[src/design/sbmd_params.svh]
/*
 holds the address map, port indices and timing figures of the system bus matrix decoder.
 assumes it is included by the package and the matrix module, by its bare name.
*/
// Behaviour
// - boot ROM sits fixed at address zero; no remap exists.
// - main and peripheral bus data paths are 32 bits wide.
// - main bus runs on processor clock, 16MHz steps, at most 48MHz.
// - peripheral bus rate is an integer division, at most half the main rate.
// - exactly four main-bus masters: processor, DMA, debug UART master, cache fill.
// - radio link controller wins SRAM arbitration against bus masters; a grant already held runs to completion first.
// - access rights per master to each slave class as in the table.
// - fixed priority per slave, lowest number wins.
// - with cache enabled, top 16kB SRAM is barred to bus masters.
// - SRAM decodes as two 32kB blocks at 0x100000 and 0x108000.
// - radio private port reaches only the sub-block based at 0x128000.
// - boot ROM occupies 0x00000000 to 0x0001FFFF.
// - radio link registers at 0x20100000, radio modem registers next 64kB.
// - DMA registers 0x20120000, cache registers 0x20121000, rest reserved.
// - first peripheral segment: five 4kB windows from 0x20130000.
// - third peripheral segment: seven 4kB windows from 0x20143000.
// - always-on segment: RTC at 0x20200000, always-on control next.
`ifndef SBMD_PARAMS_SVH
`define SBMD_PARAMS_SVH

`define SBMD_DATA_W        32
`define SBMD_NUM_PORTS     5
`define SBMD_NUM_SLAVES    6
`define SBMD_P_CPU         3'h0
`define SBMD_P_DMA         3'h1
`define SBMD_P_DBG         3'h2
`define SBMD_P_CACHE       3'h3
`define SBMD_P_RADIO       3'h4
`define SBMD_PRIO_NONE     3'h7

`define SBMD_ROM_LAST      32'h0001_FFFF
`define SBMD_SRAM_BASE     32'h0010_0000
`define SBMD_SRAM_HI_BASE  32'h0010_8000
`define SBMD_SRAM_LAST     32'h0010_FFFF
`define SBMD_CACHE_TOP     32'h0010_C000
`define SBMD_RADIO_BASE    32'h0012_8000
`define SBMD_RADIO_LAST    32'h0012_FFFF
`define SBMD_CMEM_BASE     32'h0080_0000
`define SBMD_CMEM_LAST     32'h00FF_FFFF
`define SBMD_RLC_BASE      32'h2010_0000
`define SBMD_MODEM_BASE    32'h2011_0000
`define SBMD_MODEM_LAST    32'h2011_FFFF
`define SBMD_DMA_BASE      32'h2012_0000
`define SBMD_CREG_BASE     32'h2012_1000
`define SBMD_CREG_LAST     32'h2012_1FFF
`define SBMD_SEG1_BASE     32'h2013_0000
`define SBMD_SEG1_COUNT    5
`define SBMD_SEG3_BASE     32'h2014_3000
`define SBMD_SEG3_COUNT    7
`define SBMD_AWO_BASE      32'h2020_0000
`define SBMD_AWO_COUNT     2
`define SBMD_WIN_SHIFT     12

`define SBMD_MAIN_MHZ_STEP 16
`define SBMD_MAIN_MHZ_MAX  48
`define SBMD_PDIV_MIN      2
`define SBMD_PDIV_W        8

`endif

[src/design/sbmd_pkg.sv]
/*
 holds the types of the system bus matrix decoder: regions, slave classes, state.
 assumes sbmd_params.svh is on the include path.
*/
`include "sbmd_params.svh"

package sbmd_pkg;

	typedef enum logic [4:0] {
		RG_NONE, RG_ROM, RG_CMEM, RG_SRAM, RG_RLC_REG, RG_MODEM_REG, RG_DMA_REG, RG_CACHE_REG,
		RG_TIMER, RG_WDT, RG_SYSC_CORE, RG_PATCH, RG_ECC,
		RG_UART0, RG_UART1, RG_I2C0, RG_I2C1, RG_PWM, RG_GPIO, RG_SYSC_PER,
		RG_RTC, RG_SYSC_AWO
	} sbmd_region_e;

	typedef enum logic [2:0] {
		SL_ROM, SL_CMEM, SL_SRAM, SL_MREG, SL_PER, SL_AWO, SL_NONE
	} sbmd_slave_e;

	typedef logic [`SBMD_DATA_W-1:0] sbmd_word_t;

	typedef struct packed {
		logic [`SBMD_NUM_SLAVES-1:0]                busy;
		logic [`SBMD_NUM_SLAVES-1:0][2:0]           owner;
		logic [`SBMD_NUM_PORTS-1:0]                 ack;
		logic [`SBMD_NUM_PORTS-1:0]                 err;
		logic [`SBMD_NUM_PORTS-1:0][`SBMD_DATA_W-1:0] rdata;
		logic [`SBMD_PDIV_W-1:0]                    pdiv;
	} sbmd_state_s;

endpackage

[src/design/sbmd_matrix.sv]
/*
 holds the bus matrix: per-port address decode, access rights, per-slave fixed
 priority arbiters, grant holding and the peripheral bus clock enable divider.
 assumes masters hold req, addr, we and wdata steady until ack, and drop or change
 req in the cycle after ack; slaves answer with a ready pulse while selected.
 port 4 is the radio link controller private SRAM port.
*/
`include "sbmd_params.svh"
`timescale 1ns/1ps
`default_nettype none

module sbmd_matrix #(
	parameter int MAIN_MHZ = 48,
	parameter int PDIV     = 2
) (
	input  wire logic                                       clk,
	input  wire logic                                       rst_n,
	input  wire logic                                       cache_en,
	input  wire logic [`SBMD_NUM_PORTS-1:0]                 m_req,
	input  wire logic [`SBMD_NUM_PORTS-1:0][`SBMD_DATA_W-1:0] m_addr,
	input  wire logic [`SBMD_NUM_PORTS-1:0]                 m_we,
	input  wire logic [`SBMD_NUM_PORTS-1:0][`SBMD_DATA_W-1:0] m_wdata,
	output logic      [`SBMD_NUM_PORTS-1:0]                 m_ack,
	output logic      [`SBMD_NUM_PORTS-1:0]                 m_err,
	output logic      [`SBMD_NUM_PORTS-1:0][`SBMD_DATA_W-1:0] m_rdata,
	output logic      [`SBMD_NUM_SLAVES-1:0]                s_sel,
	output logic      [`SBMD_NUM_SLAVES-1:0][`SBMD_DATA_W-1:0] s_addr,
	output logic      [`SBMD_NUM_SLAVES-1:0]                s_we,
	output logic      [`SBMD_NUM_SLAVES-1:0][`SBMD_DATA_W-1:0] s_wdata,
	output sbmd_pkg::sbmd_region_e [`SBMD_NUM_SLAVES-1:0]   s_region,
	input  wire logic [`SBMD_NUM_SLAVES-1:0][`SBMD_DATA_W-1:0] s_rdata,
	input  wire logic [`SBMD_NUM_SLAVES-1:0]                s_ready,
	output logic                                            pclk_en,
	output logic                                            sram_blk_hi
);

	localparam int NP = `SBMD_NUM_PORTS;
	localparam int NS = `SBMD_NUM_SLAVES;

	// ==========================================================
	// elaboration checks
	initial begin
		if (`SBMD_DATA_W != 32)
			$error("bus width must be 32");
		if (MAIN_MHZ <= 0 || MAIN_MHZ > `SBMD_MAIN_MHZ_MAX || MAIN_MHZ % `SBMD_MAIN_MHZ_STEP != 0)
			$error("main bus rate must be a 16MHz step up to 48MHz");
		if (PDIV < `SBMD_PDIV_MIN || PDIV > (1 << `SBMD_PDIV_W))
			$error("peripheral divider must be 2 or more");
		if (NP != 5)
			$error("four masters plus the radio port expected");
	end

	// ==========================================================
	// decode functions
	function automatic sbmd_pkg::sbmd_region_e win_region(input logic [31:0] a);
		logic [31:0] off1;
		logic [31:0] off3;
		logic [31:0] offa;
		off1 = a - `SBMD_SEG1_BASE;
		off3 = a - `SBMD_SEG3_BASE;
		offa = a - `SBMD_AWO_BASE;
		win_region = sbmd_pkg::RG_NONE;
		if (a <= `SBMD_ROM_LAST)
			win_region = sbmd_pkg::RG_ROM;
		else if (a >= `SBMD_SRAM_BASE && a <= `SBMD_SRAM_LAST)
			win_region = sbmd_pkg::RG_SRAM;
		else if (a >= `SBMD_CMEM_BASE && a <= `SBMD_CMEM_LAST)
			win_region = sbmd_pkg::RG_CMEM;
		else if (a >= `SBMD_RLC_BASE && a < `SBMD_MODEM_BASE)
			win_region = sbmd_pkg::RG_RLC_REG;
		else if (a >= `SBMD_MODEM_BASE && a <= `SBMD_MODEM_LAST)
			win_region = sbmd_pkg::RG_MODEM_REG;
		else if (a >= `SBMD_DMA_BASE && a < `SBMD_CREG_BASE)
			win_region = sbmd_pkg::RG_DMA_REG;
		else if (a >= `SBMD_CREG_BASE && a <= `SBMD_CREG_LAST)
			win_region = sbmd_pkg::RG_CACHE_REG;
		else if (a >= `SBMD_SEG1_BASE && (off1 >> `SBMD_WIN_SHIFT) < `SBMD_SEG1_COUNT)
			win_region = sbmd_pkg::sbmd_region_e'(5'(int'(sbmd_pkg::RG_TIMER)
				+ int'(off1 >> `SBMD_WIN_SHIFT)));
		else if (a >= `SBMD_SEG3_BASE && (off3 >> `SBMD_WIN_SHIFT) < `SBMD_SEG3_COUNT)
			win_region = sbmd_pkg::sbmd_region_e'(5'(int'(sbmd_pkg::RG_UART0)
				+ int'(off3 >> `SBMD_WIN_SHIFT)));
		else if (a >= `SBMD_AWO_BASE && (offa >> `SBMD_WIN_SHIFT) < `SBMD_AWO_COUNT)
			win_region = sbmd_pkg::sbmd_region_e'(5'(int'(sbmd_pkg::RG_RTC)
				+ int'(offa >> `SBMD_WIN_SHIFT)));
	endfunction

	function automatic sbmd_pkg::sbmd_region_e port_region(input logic [2:0] p,
		input logic [31:0] a, input logic cen);
		sbmd_pkg::sbmd_region_e r;
		r = win_region(a);
		if (p == `SBMD_P_RADIO)
			r = (a >= `SBMD_RADIO_BASE && a <= `SBMD_RADIO_LAST) ? sbmd_pkg::RG_SRAM
				: sbmd_pkg::RG_NONE;
		else if (r == sbmd_pkg::RG_SRAM && cen && a >= `SBMD_CACHE_TOP)
			r = sbmd_pkg::RG_NONE;
		port_region = r;
	endfunction

	function automatic sbmd_pkg::sbmd_slave_e slave_of(input sbmd_pkg::sbmd_region_e r);
		case (r)
			sbmd_pkg::RG_NONE:   slave_of = sbmd_pkg::SL_NONE;
			sbmd_pkg::RG_ROM:    slave_of = sbmd_pkg::SL_ROM;
			sbmd_pkg::RG_CMEM:   slave_of = sbmd_pkg::SL_CMEM;
			sbmd_pkg::RG_SRAM:   slave_of = sbmd_pkg::SL_SRAM;
			sbmd_pkg::RG_RTC, sbmd_pkg::RG_SYSC_AWO: slave_of = sbmd_pkg::SL_AWO;
			default: begin
				// main-bus register windows stay at full rate; the rest sit on the slow bus
				slave_of = (r <= sbmd_pkg::RG_CACHE_REG) ? sbmd_pkg::SL_MREG : sbmd_pkg::SL_PER;
			end
		endcase
	endfunction

	// lower wins; PRIO_NONE means no access at all
	function automatic logic [2:0] prio(input logic [2:0] p, input sbmd_pkg::sbmd_slave_e s);
		prio = `SBMD_PRIO_NONE;
		case (s)
			sbmd_pkg::SL_ROM, sbmd_pkg::SL_CMEM:
				if (p == `SBMD_P_CPU) prio = 3'h0;
			sbmd_pkg::SL_SRAM: begin
				case (p)
					`SBMD_P_RADIO: prio = 3'h0;
					`SBMD_P_CPU:   prio = 3'h1;
					`SBMD_P_DBG:   prio = 3'h2;
					`SBMD_P_DMA:   prio = 3'h3;
					default:       prio = `SBMD_PRIO_NONE;
				endcase
			end
			sbmd_pkg::SL_MREG, sbmd_pkg::SL_PER: begin
				case (p)
					`SBMD_P_CPU: prio = 3'h0;
					`SBMD_P_DBG: prio = 3'h1;
					`SBMD_P_DMA: prio = 3'h2;
					default:     prio = `SBMD_PRIO_NONE;
				endcase
			end
			sbmd_pkg::SL_AWO: begin
				if (p == `SBMD_P_CPU) prio = 3'h0;
				else if (p == `SBMD_P_DBG) prio = 3'h1;
			end
			default: prio = `SBMD_PRIO_NONE;
		endcase
	endfunction

	// ==========================================================
	// decode per port
	sbmd_pkg::sbmd_state_s st_r;
	sbmd_pkg::sbmd_state_s st_nxt;
	sbmd_pkg::sbmd_region_e [NP-1:0] p_region;
	sbmd_pkg::sbmd_slave_e  [NP-1:0] p_slave;
	logic [NP-1:0][2:0]              p_prio;
	logic [NS-1:0]                   rdy_eff;

	genvar gp;
	generate
		for (gp = 0; gp < NP; gp++) begin : g_port
			assign p_region[gp] = port_region(3'(gp), m_addr[gp], cache_en);
			assign p_slave[gp]  = slave_of(p_region[gp]);
			assign p_prio[gp]   = prio(3'(gp), p_slave[gp]);
		end
	endgenerate

	// ==========================================================
	// slave side
	genvar gs;
	generate
		for (gs = 0; gs < NS; gs++) begin : g_slave
			logic [2:0] own;
			assign own          = st_r.owner[gs];
			assign s_sel[gs]    = st_r.busy[gs];
			assign s_addr[gs]   = m_addr[own];
			assign s_we[gs]     = m_we[own];
			assign s_wdata[gs]  = m_wdata[own];
			assign s_region[gs] = p_region[own];
			// slow-bus slaves complete only on a peripheral clock beat
			assign rdy_eff[gs]  = st_r.busy[gs] & s_ready[gs]
				& ((gs == int'(sbmd_pkg::SL_PER) || gs == int'(sbmd_pkg::SL_AWO)) ? pclk_en : 1'b1);
		end
	endgenerate

	assign sram_blk_hi = s_addr[sbmd_pkg::SL_SRAM][15];
	assign pclk_en     = (st_r.pdiv == `SBMD_PDIV_W'(PDIV - 1));
	assign m_ack       = st_r.ack;
	assign m_err       = st_r.err;
	assign m_rdata     = st_r.rdata;

	// ==========================================================
	// next state
	always_comb begin
		logic [2:0] best;
		logic [2:0] best_p;
		st_nxt      = st_r;
		st_nxt.ack  = '0;
		st_nxt.err  = '0;
		st_nxt.pdiv = pclk_en ? '0 : st_r.pdiv + `SBMD_PDIV_W'(1);
		for (int s = 0; s < NS; s++) begin
			best   = 3'h0;
			best_p = `SBMD_PRIO_NONE;
			if (rdy_eff[s]) begin
				// grant released only at completion, never mid transfer
				st_nxt.busy[s]                  = 1'b0;
				st_nxt.ack[st_r.owner[s]]       = 1'b1;
				st_nxt.rdata[st_r.owner[s]]     = s_rdata[s];
			end else if (!st_r.busy[s]) begin
				for (int p = 0; p < NP; p++) begin
					if (m_req[p] && !st_r.ack[p] && p_slave[p] == sbmd_pkg::sbmd_slave_e'(3'(s))
						&& p_prio[p] < best_p) begin
						best   = 3'(p);
						best_p = p_prio[p];
					end
				end
				if (best_p != `SBMD_PRIO_NONE) begin
					st_nxt.busy[s]  = 1'b1;
					st_nxt.owner[s] = best;
				end
			end
		end
		for (int p = 0; p < NP; p++) begin
			// refused requests answer at once so the requester never hangs
			if (m_req[p] && !st_r.ack[p] && p_prio[p] == `SBMD_PRIO_NONE) begin
				st_nxt.ack[p]   = 1'b1;
				st_nxt.err[p]   = 1'b1;
				st_nxt.rdata[p] = '0;
			end
		end
	end

	always_ff @(posedge clk) begin
		if (!rst_n)
			st_r <= '0;
		else
			st_r <= st_nxt;
	end

	logic sram_idle;
	assign sram_idle = !st_r.busy[sbmd_pkg::SL_SRAM];
endmodule

`default_nettype wire

[config.mk]
export PLATFORM = sky130hd
export DESIGN_NAME = sbmd_matrix
export DESIGN_NICKNAME = d
export VERILOG_FILES = /design/src/design/sbmd_pkg.sv /design/src/design/sbmd_matrix.sv
export VERILOG_INCLUDE_DIRS = /design/src /design/src/design
export SDC_FILE = /design/constraint.sdc
export NUM_CORES = 2
export LEC_CHECK = 0
export BUFFER_PORTS_ARGS = -buffer_cell sky130_fd_sc_hd__clkbuf_2
export CAP_MARGIN = 15
export CORE_AREA = 4 4 444 446
export CTS_CLUSTER_DIAMETER = 120
export DETAILED_ROUTE_END_ITERATION = 10
export DIE_AREA = 0 0 448 450
export GPL_ROUTABILITY_DRIVEN = 1
export SYNTH_ARGS = -nofsm -noshare
export SYNTH_HDL_FRONTEND = slang
export SYNTH_SLANG_ARGS = --single-unit
export TNS_END_PERCENT = 5
[constraint.sdc]
create_clock -name clk -period 14.4 [get_ports clk]
set_input_delay 2.88 -clock clk [delete_from_list [all_inputs] [get_ports clk]]
set_output_delay 2.88 -clock clk [all_outputs]
set_load 0.05 [all_outputs]
==> flow_summary.json <==
{
  "clk_pin_slew_worst_paths_ns": 0.09,
  "ys_top_cells_by_count": "sky130_fd_sc_hd__nor2_1 (431), sky130_fd_sc_hd__mux4_2 (408), sky130_fd_sc_hd__a21oi_1 (369)",
  "seqPwrFrac_pct": 27.7,
  "post_drt_via_cell_ratio": 5.69,
  "layoutNonFillerInstCount": 7294,
  "synth.yosys.warnings": 0,
  "finalHoldViolations": 0,
  "timing.setup.critical_path_class": "primary input to primary output",
  "critical_path_buf_inv_count": 5,
  "synth_area_per_cell_um2": 8.16,
  "post-dp-hpwl_mm": 192,
  "post_drt_wl_per_cell_um": 34.3,
  "peakVddDrop_uv": 99.6,
  "synthesis.nets": 4706,
  "cts_tree": "built",
  "maximum_number_of_pins_on_one_net_before_global_route_repair": 66,
  "r2r_cells": 15,
  "asyncSetResetFlopFracSynth_pct": 0,
  "post_cts_resize_count": 0,
  "ys_dominant_reg_cell": "sky130_fd_sc_hd__dfxtp_1",
  "crit_path_end_kind": "primary output",
  "hold_path.class": "flip-flop to flip-flop",
  "initial_core_util_pct": 17.4,
  "drv_cap": 0,
  "r2r_slack_ns": 9.55,
  "dieWidth_um": 448,
  "flip_flop_and_latch_count_after_synthesis": 197,
  "clk-insertion-delay-late_ns": 0.54,
  "synth_cell_types": 99,
  "grt_antenna_before_repair": 68,
  "setup_viol": 0,
  "fin_worst_hold_slack_ns": 0.458,
  "intPower_mw": 1.03,
  "timing.critical_path.arrival_ns": 8.79,
  "syn-instance-count": 4110,
  "core_area_um2": 193000,
  "min_period_over_period_pct": 81.1,
  "synth_most_common_cell": "sky130_fd_sc_hd__nor2_1",
  "area_growth_synth_to_finish_pct": 21.6,
  "setup_repair_after_global_routing_missed_its_margin": "no",
  "post_cts_hold_buffer_count": 0,
  "worst_r2r_src": "m_ack[0]",
  "sw_ratio_pct": 48.0,
  "required_ns": 11.52,
  "run_status": "completed",
  "netlist.top_cell.by_area": "sky130_fd_sc_hd__mux4_2",
  "cp_cell_sequence": "clkbuf_2, inv_1, ha_1, nor3b_2, a211oi_2, nor3_1, or4_1, nor4_1, a221o_2, a2111oi_2, buf_4, a31oi_1, buf_4, nand2_1, a22oi_1, clkbuf_2",
  "num_vias": 41500,
  "deepest_clock_path_buffer_count": 2,
  "worst_path_max_delay_cell": "sky130_fd_sc_hd__a22oi_1",
  "remaining_drc_errors": 0,
  "synth_area_leaders": "sky130_fd_sc_hd__mux4_2 (27%), sky130_fd_sc_hd__dfxtp_1 (12%), sky130_fd_sc_hd__a211oi_1 (7.9%)",
  "yosysSeqAreaShare_pct": 11.8,
  "clockRootBuffer": "sky130_fd_sc_hd__clkbuf_16",
  "drive_above_1_share_pct": 36.7,
  "detail_route.iter0.violations": 5582,
  "max_freq_mhz": 85.7,
  "combinational_group_share_of_total_power_pct": 44.1,
  "io_pins": 1129,
  "place_congestion": 0.982,
  "detail_route.first_pass.iterations": 8,
  "clock_power_share_pct": 28.2,
  "top_family_by_delay_on_critical_path": "compound AO/OA/AOI/OAI gates",
  "placed_cells_incl_taps": 7214,
  "max_slew_margin_pct": 19.0,
  "totalNegativeSetupSlack_ns": 0,
  "die_height_um": 450,
  "cellLeakagePower_nw": 15.7,
  "cts_bufs_inserted": 17,
  "detailed_route_wl_mm": 250,
  "timing.critical_path.from": "m_addr[78]",
  "final_net_count": 5305,
  "synth.top_cell.area_share_pct": 27.4,
  "grt.total_usage_pct": 23.6,
  "grt_pass1_vias": 38700,
  "critical_path.endpoint": "s_region[6]",
  "global_route.overflow_total": 0,
  "timing.critical_path.fanout_max": 20,
  "power_per_cell_area_nw_per_um2": 48.5,
  "worst-path-stages": 16,
  "post-cts-setup-buffer-count": 0,
  "finalClockSkew_ns": 0.0419,
  "place.port_buffers": 1128,
  "antenna_left": 0,
  "critical_path.reg2reg.endpoint": "g_slave[2].own[0]",
  "tightest_slew_ns": 1.20,
  "die_area_um2": 202000,
  "postLayoutCoreUtil_pct": 21.2,
  "netlist_area_um2": 33500,
  "worst_setup_slack_post_dpl_ns": 2.82,
  "layout_setup_ws_ns": 2.73,
  "num_rows": 161,
  "final-max-slew-violation-count": 0,
  "grt_first_pass_wirelength_mm": 334,
  "synth_enable_flop_cells": 0,
  "critical_path.startpoint_type": "primary input",
  "cts-htree-levels": 4,
  "netSwitchingPower_mw": 0.949,
  "cpPeakStageDelay_ns": 0.91,
  "numClockSinks": 197,
  "final.min_clock_period_ns": 11.67
}
[per-layer routing]
metal / track usage, % / vias to the layer above / part of all wire (%)
li1: - / 16900 / -
met1: 26.6 / 20400 / 35
met2: 37.3 / 3411 / 45
met3: 9.43 / 704 / 13
met4: 14.4 / 20 / 7.2
met5: 0.192 / - / 0.069
[power by group through the flow]
stage | Clock [mW] | Combinational, mW | Sequential, mW
4_1_cts | 0.570 | 0.849 | 0.547
5_1_grt | 0.587 | 0.896 | 0.547
3_3_place_gp | 0 | 0.844 | 0.560
6_report | 0.558 | 0.871 | 0.547
3_5_place_dp | 0 | 0.847 | 0.560
2_1_floorplan | 0 | 0.474 | 0.561
[worst reg2reg max path: cells and delay by family (launching register included)]
family,cells,cell delay [ns]
AOI/OAI and AO/OA,5,0.91
adders and majority gates,2,0.52
DFF,1,0.38
and+or+nand+nor,8,2.84
[per-stage QoR]
stage | instance area [um2] | power, mW
after floorplan | 33500 | 1.04
after global placement | 40100 | 1.40
after detailed placement | 40100 | 1.41
after CTS | 40700 | 1.97
after global routing | 40700 | 2.03
final | 40800 | 1.98
[how the worst min path moves through the flow]
stage,start,end,slack (ns),depth (start not counted)
finish,flip-flop,flip-flop,0.46,2
global route,flip-flop,flip-flop,0.48,2
CTS,flip-flop,flip-flop,0.46,2
detailed placement,flip-flop,flip-flop,0.45,2
global placement,flip-flop,flip-flop,0.44,2
floorplan,flip-flop,flip-flop,0.44,2
[area by class of cell]
type	instances	area (um2)
Antenna cell	46	115
Clock buffer	20	458
Inverter	151	568
Tap cell	2526	3160
Timing Repair Buffer	1199	6190
Multi-Input combinational cell	3143	26200
Clock inverter	12	136
Sequential cell	197	3990
Fill cell	21400	152000
[cell families after synthesis]
family	count (synthesis)	share of synthesized area, %
AOI/OAI and AO/OA	1189	23.4
and+or+nand+nor	1282	18.7
xor gates and xnor gates	52	1.36
adders and majority gates	65	2.42
DFF	197	11.8
buffers and inverters	770	10.7
muxes	555	31.8
[cells in the final DEF, fill, tap and decap left out, types with 11 or more instances in the layout]
cell type                      n
sky130_fd_sc_hd__dfxtp_1     184
sky130_fd_sc_hd__or3_1        23
sky130_fd_sc_hd__nand2_1     292
sky130_fd_sc_hd__o211ai_1     27
sky130_fd_sc_hd__and3_1       23
sky130_fd_sc_hd__dfxtp_4      13
sky130_fd_sc_hd__o2111ai_1    19
sky130_fd_sc_hd__o31ai_1      12
sky130_fd_sc_hd__and2_1       13
sky130_fd_sc_hd__or4_1        19
sky130_fd_sc_hd__nor4_1       49
sky130_fd_sc_hd__xor2_1       13
sky130_fd_sc_hd__nor4b_1      19
sky130_fd_sc_hd__mux2i_1     146
sky130_fd_sc_hd__o21ai_0     185
sky130_fd_sc_hd__diode_2      46
sky130_fd_sc_hd__nand2b_1     36
sky130_fd_sc_hd__a2111oi_0    13
sky130_fd_sc_hd__nand3_1      52
sky130_fd_sc_hd__a21o_1       12
sky130_fd_sc_hd__a211oi_1    355
sky130_fd_sc_hd__xnor2_1      39
sky130_fd_sc_hd__o21a_1       11
sky130_fd_sc_hd__nor2_1      430
sky130_fd_sc_hd__nor3_1      129
sky130_fd_sc_hd__a31oi_1      21
sky130_fd_sc_hd__a211o_1      16
sky130_fd_sc_hd__inv_1       144
sky130_fd_sc_hd__clkbuf_16    18
sky130_fd_sc_hd__ha_1         65
sky130_fd_sc_hd__a21oi_1     368
sky130_fd_sc_hd__nor2b_1      30
sky130_fd_sc_hd__buf_4        68
sky130_fd_sc_hd__clkbuf_2   1129
sky130_fd_sc_hd__o311a_1      12
sky130_fd_sc_hd__nand4_1      59
sky130_fd_sc_hd__mux4_2      408
sky130_fd_sc_hd__or2_2        14
No activity file was read; power rests on OpenSTA's default activity.
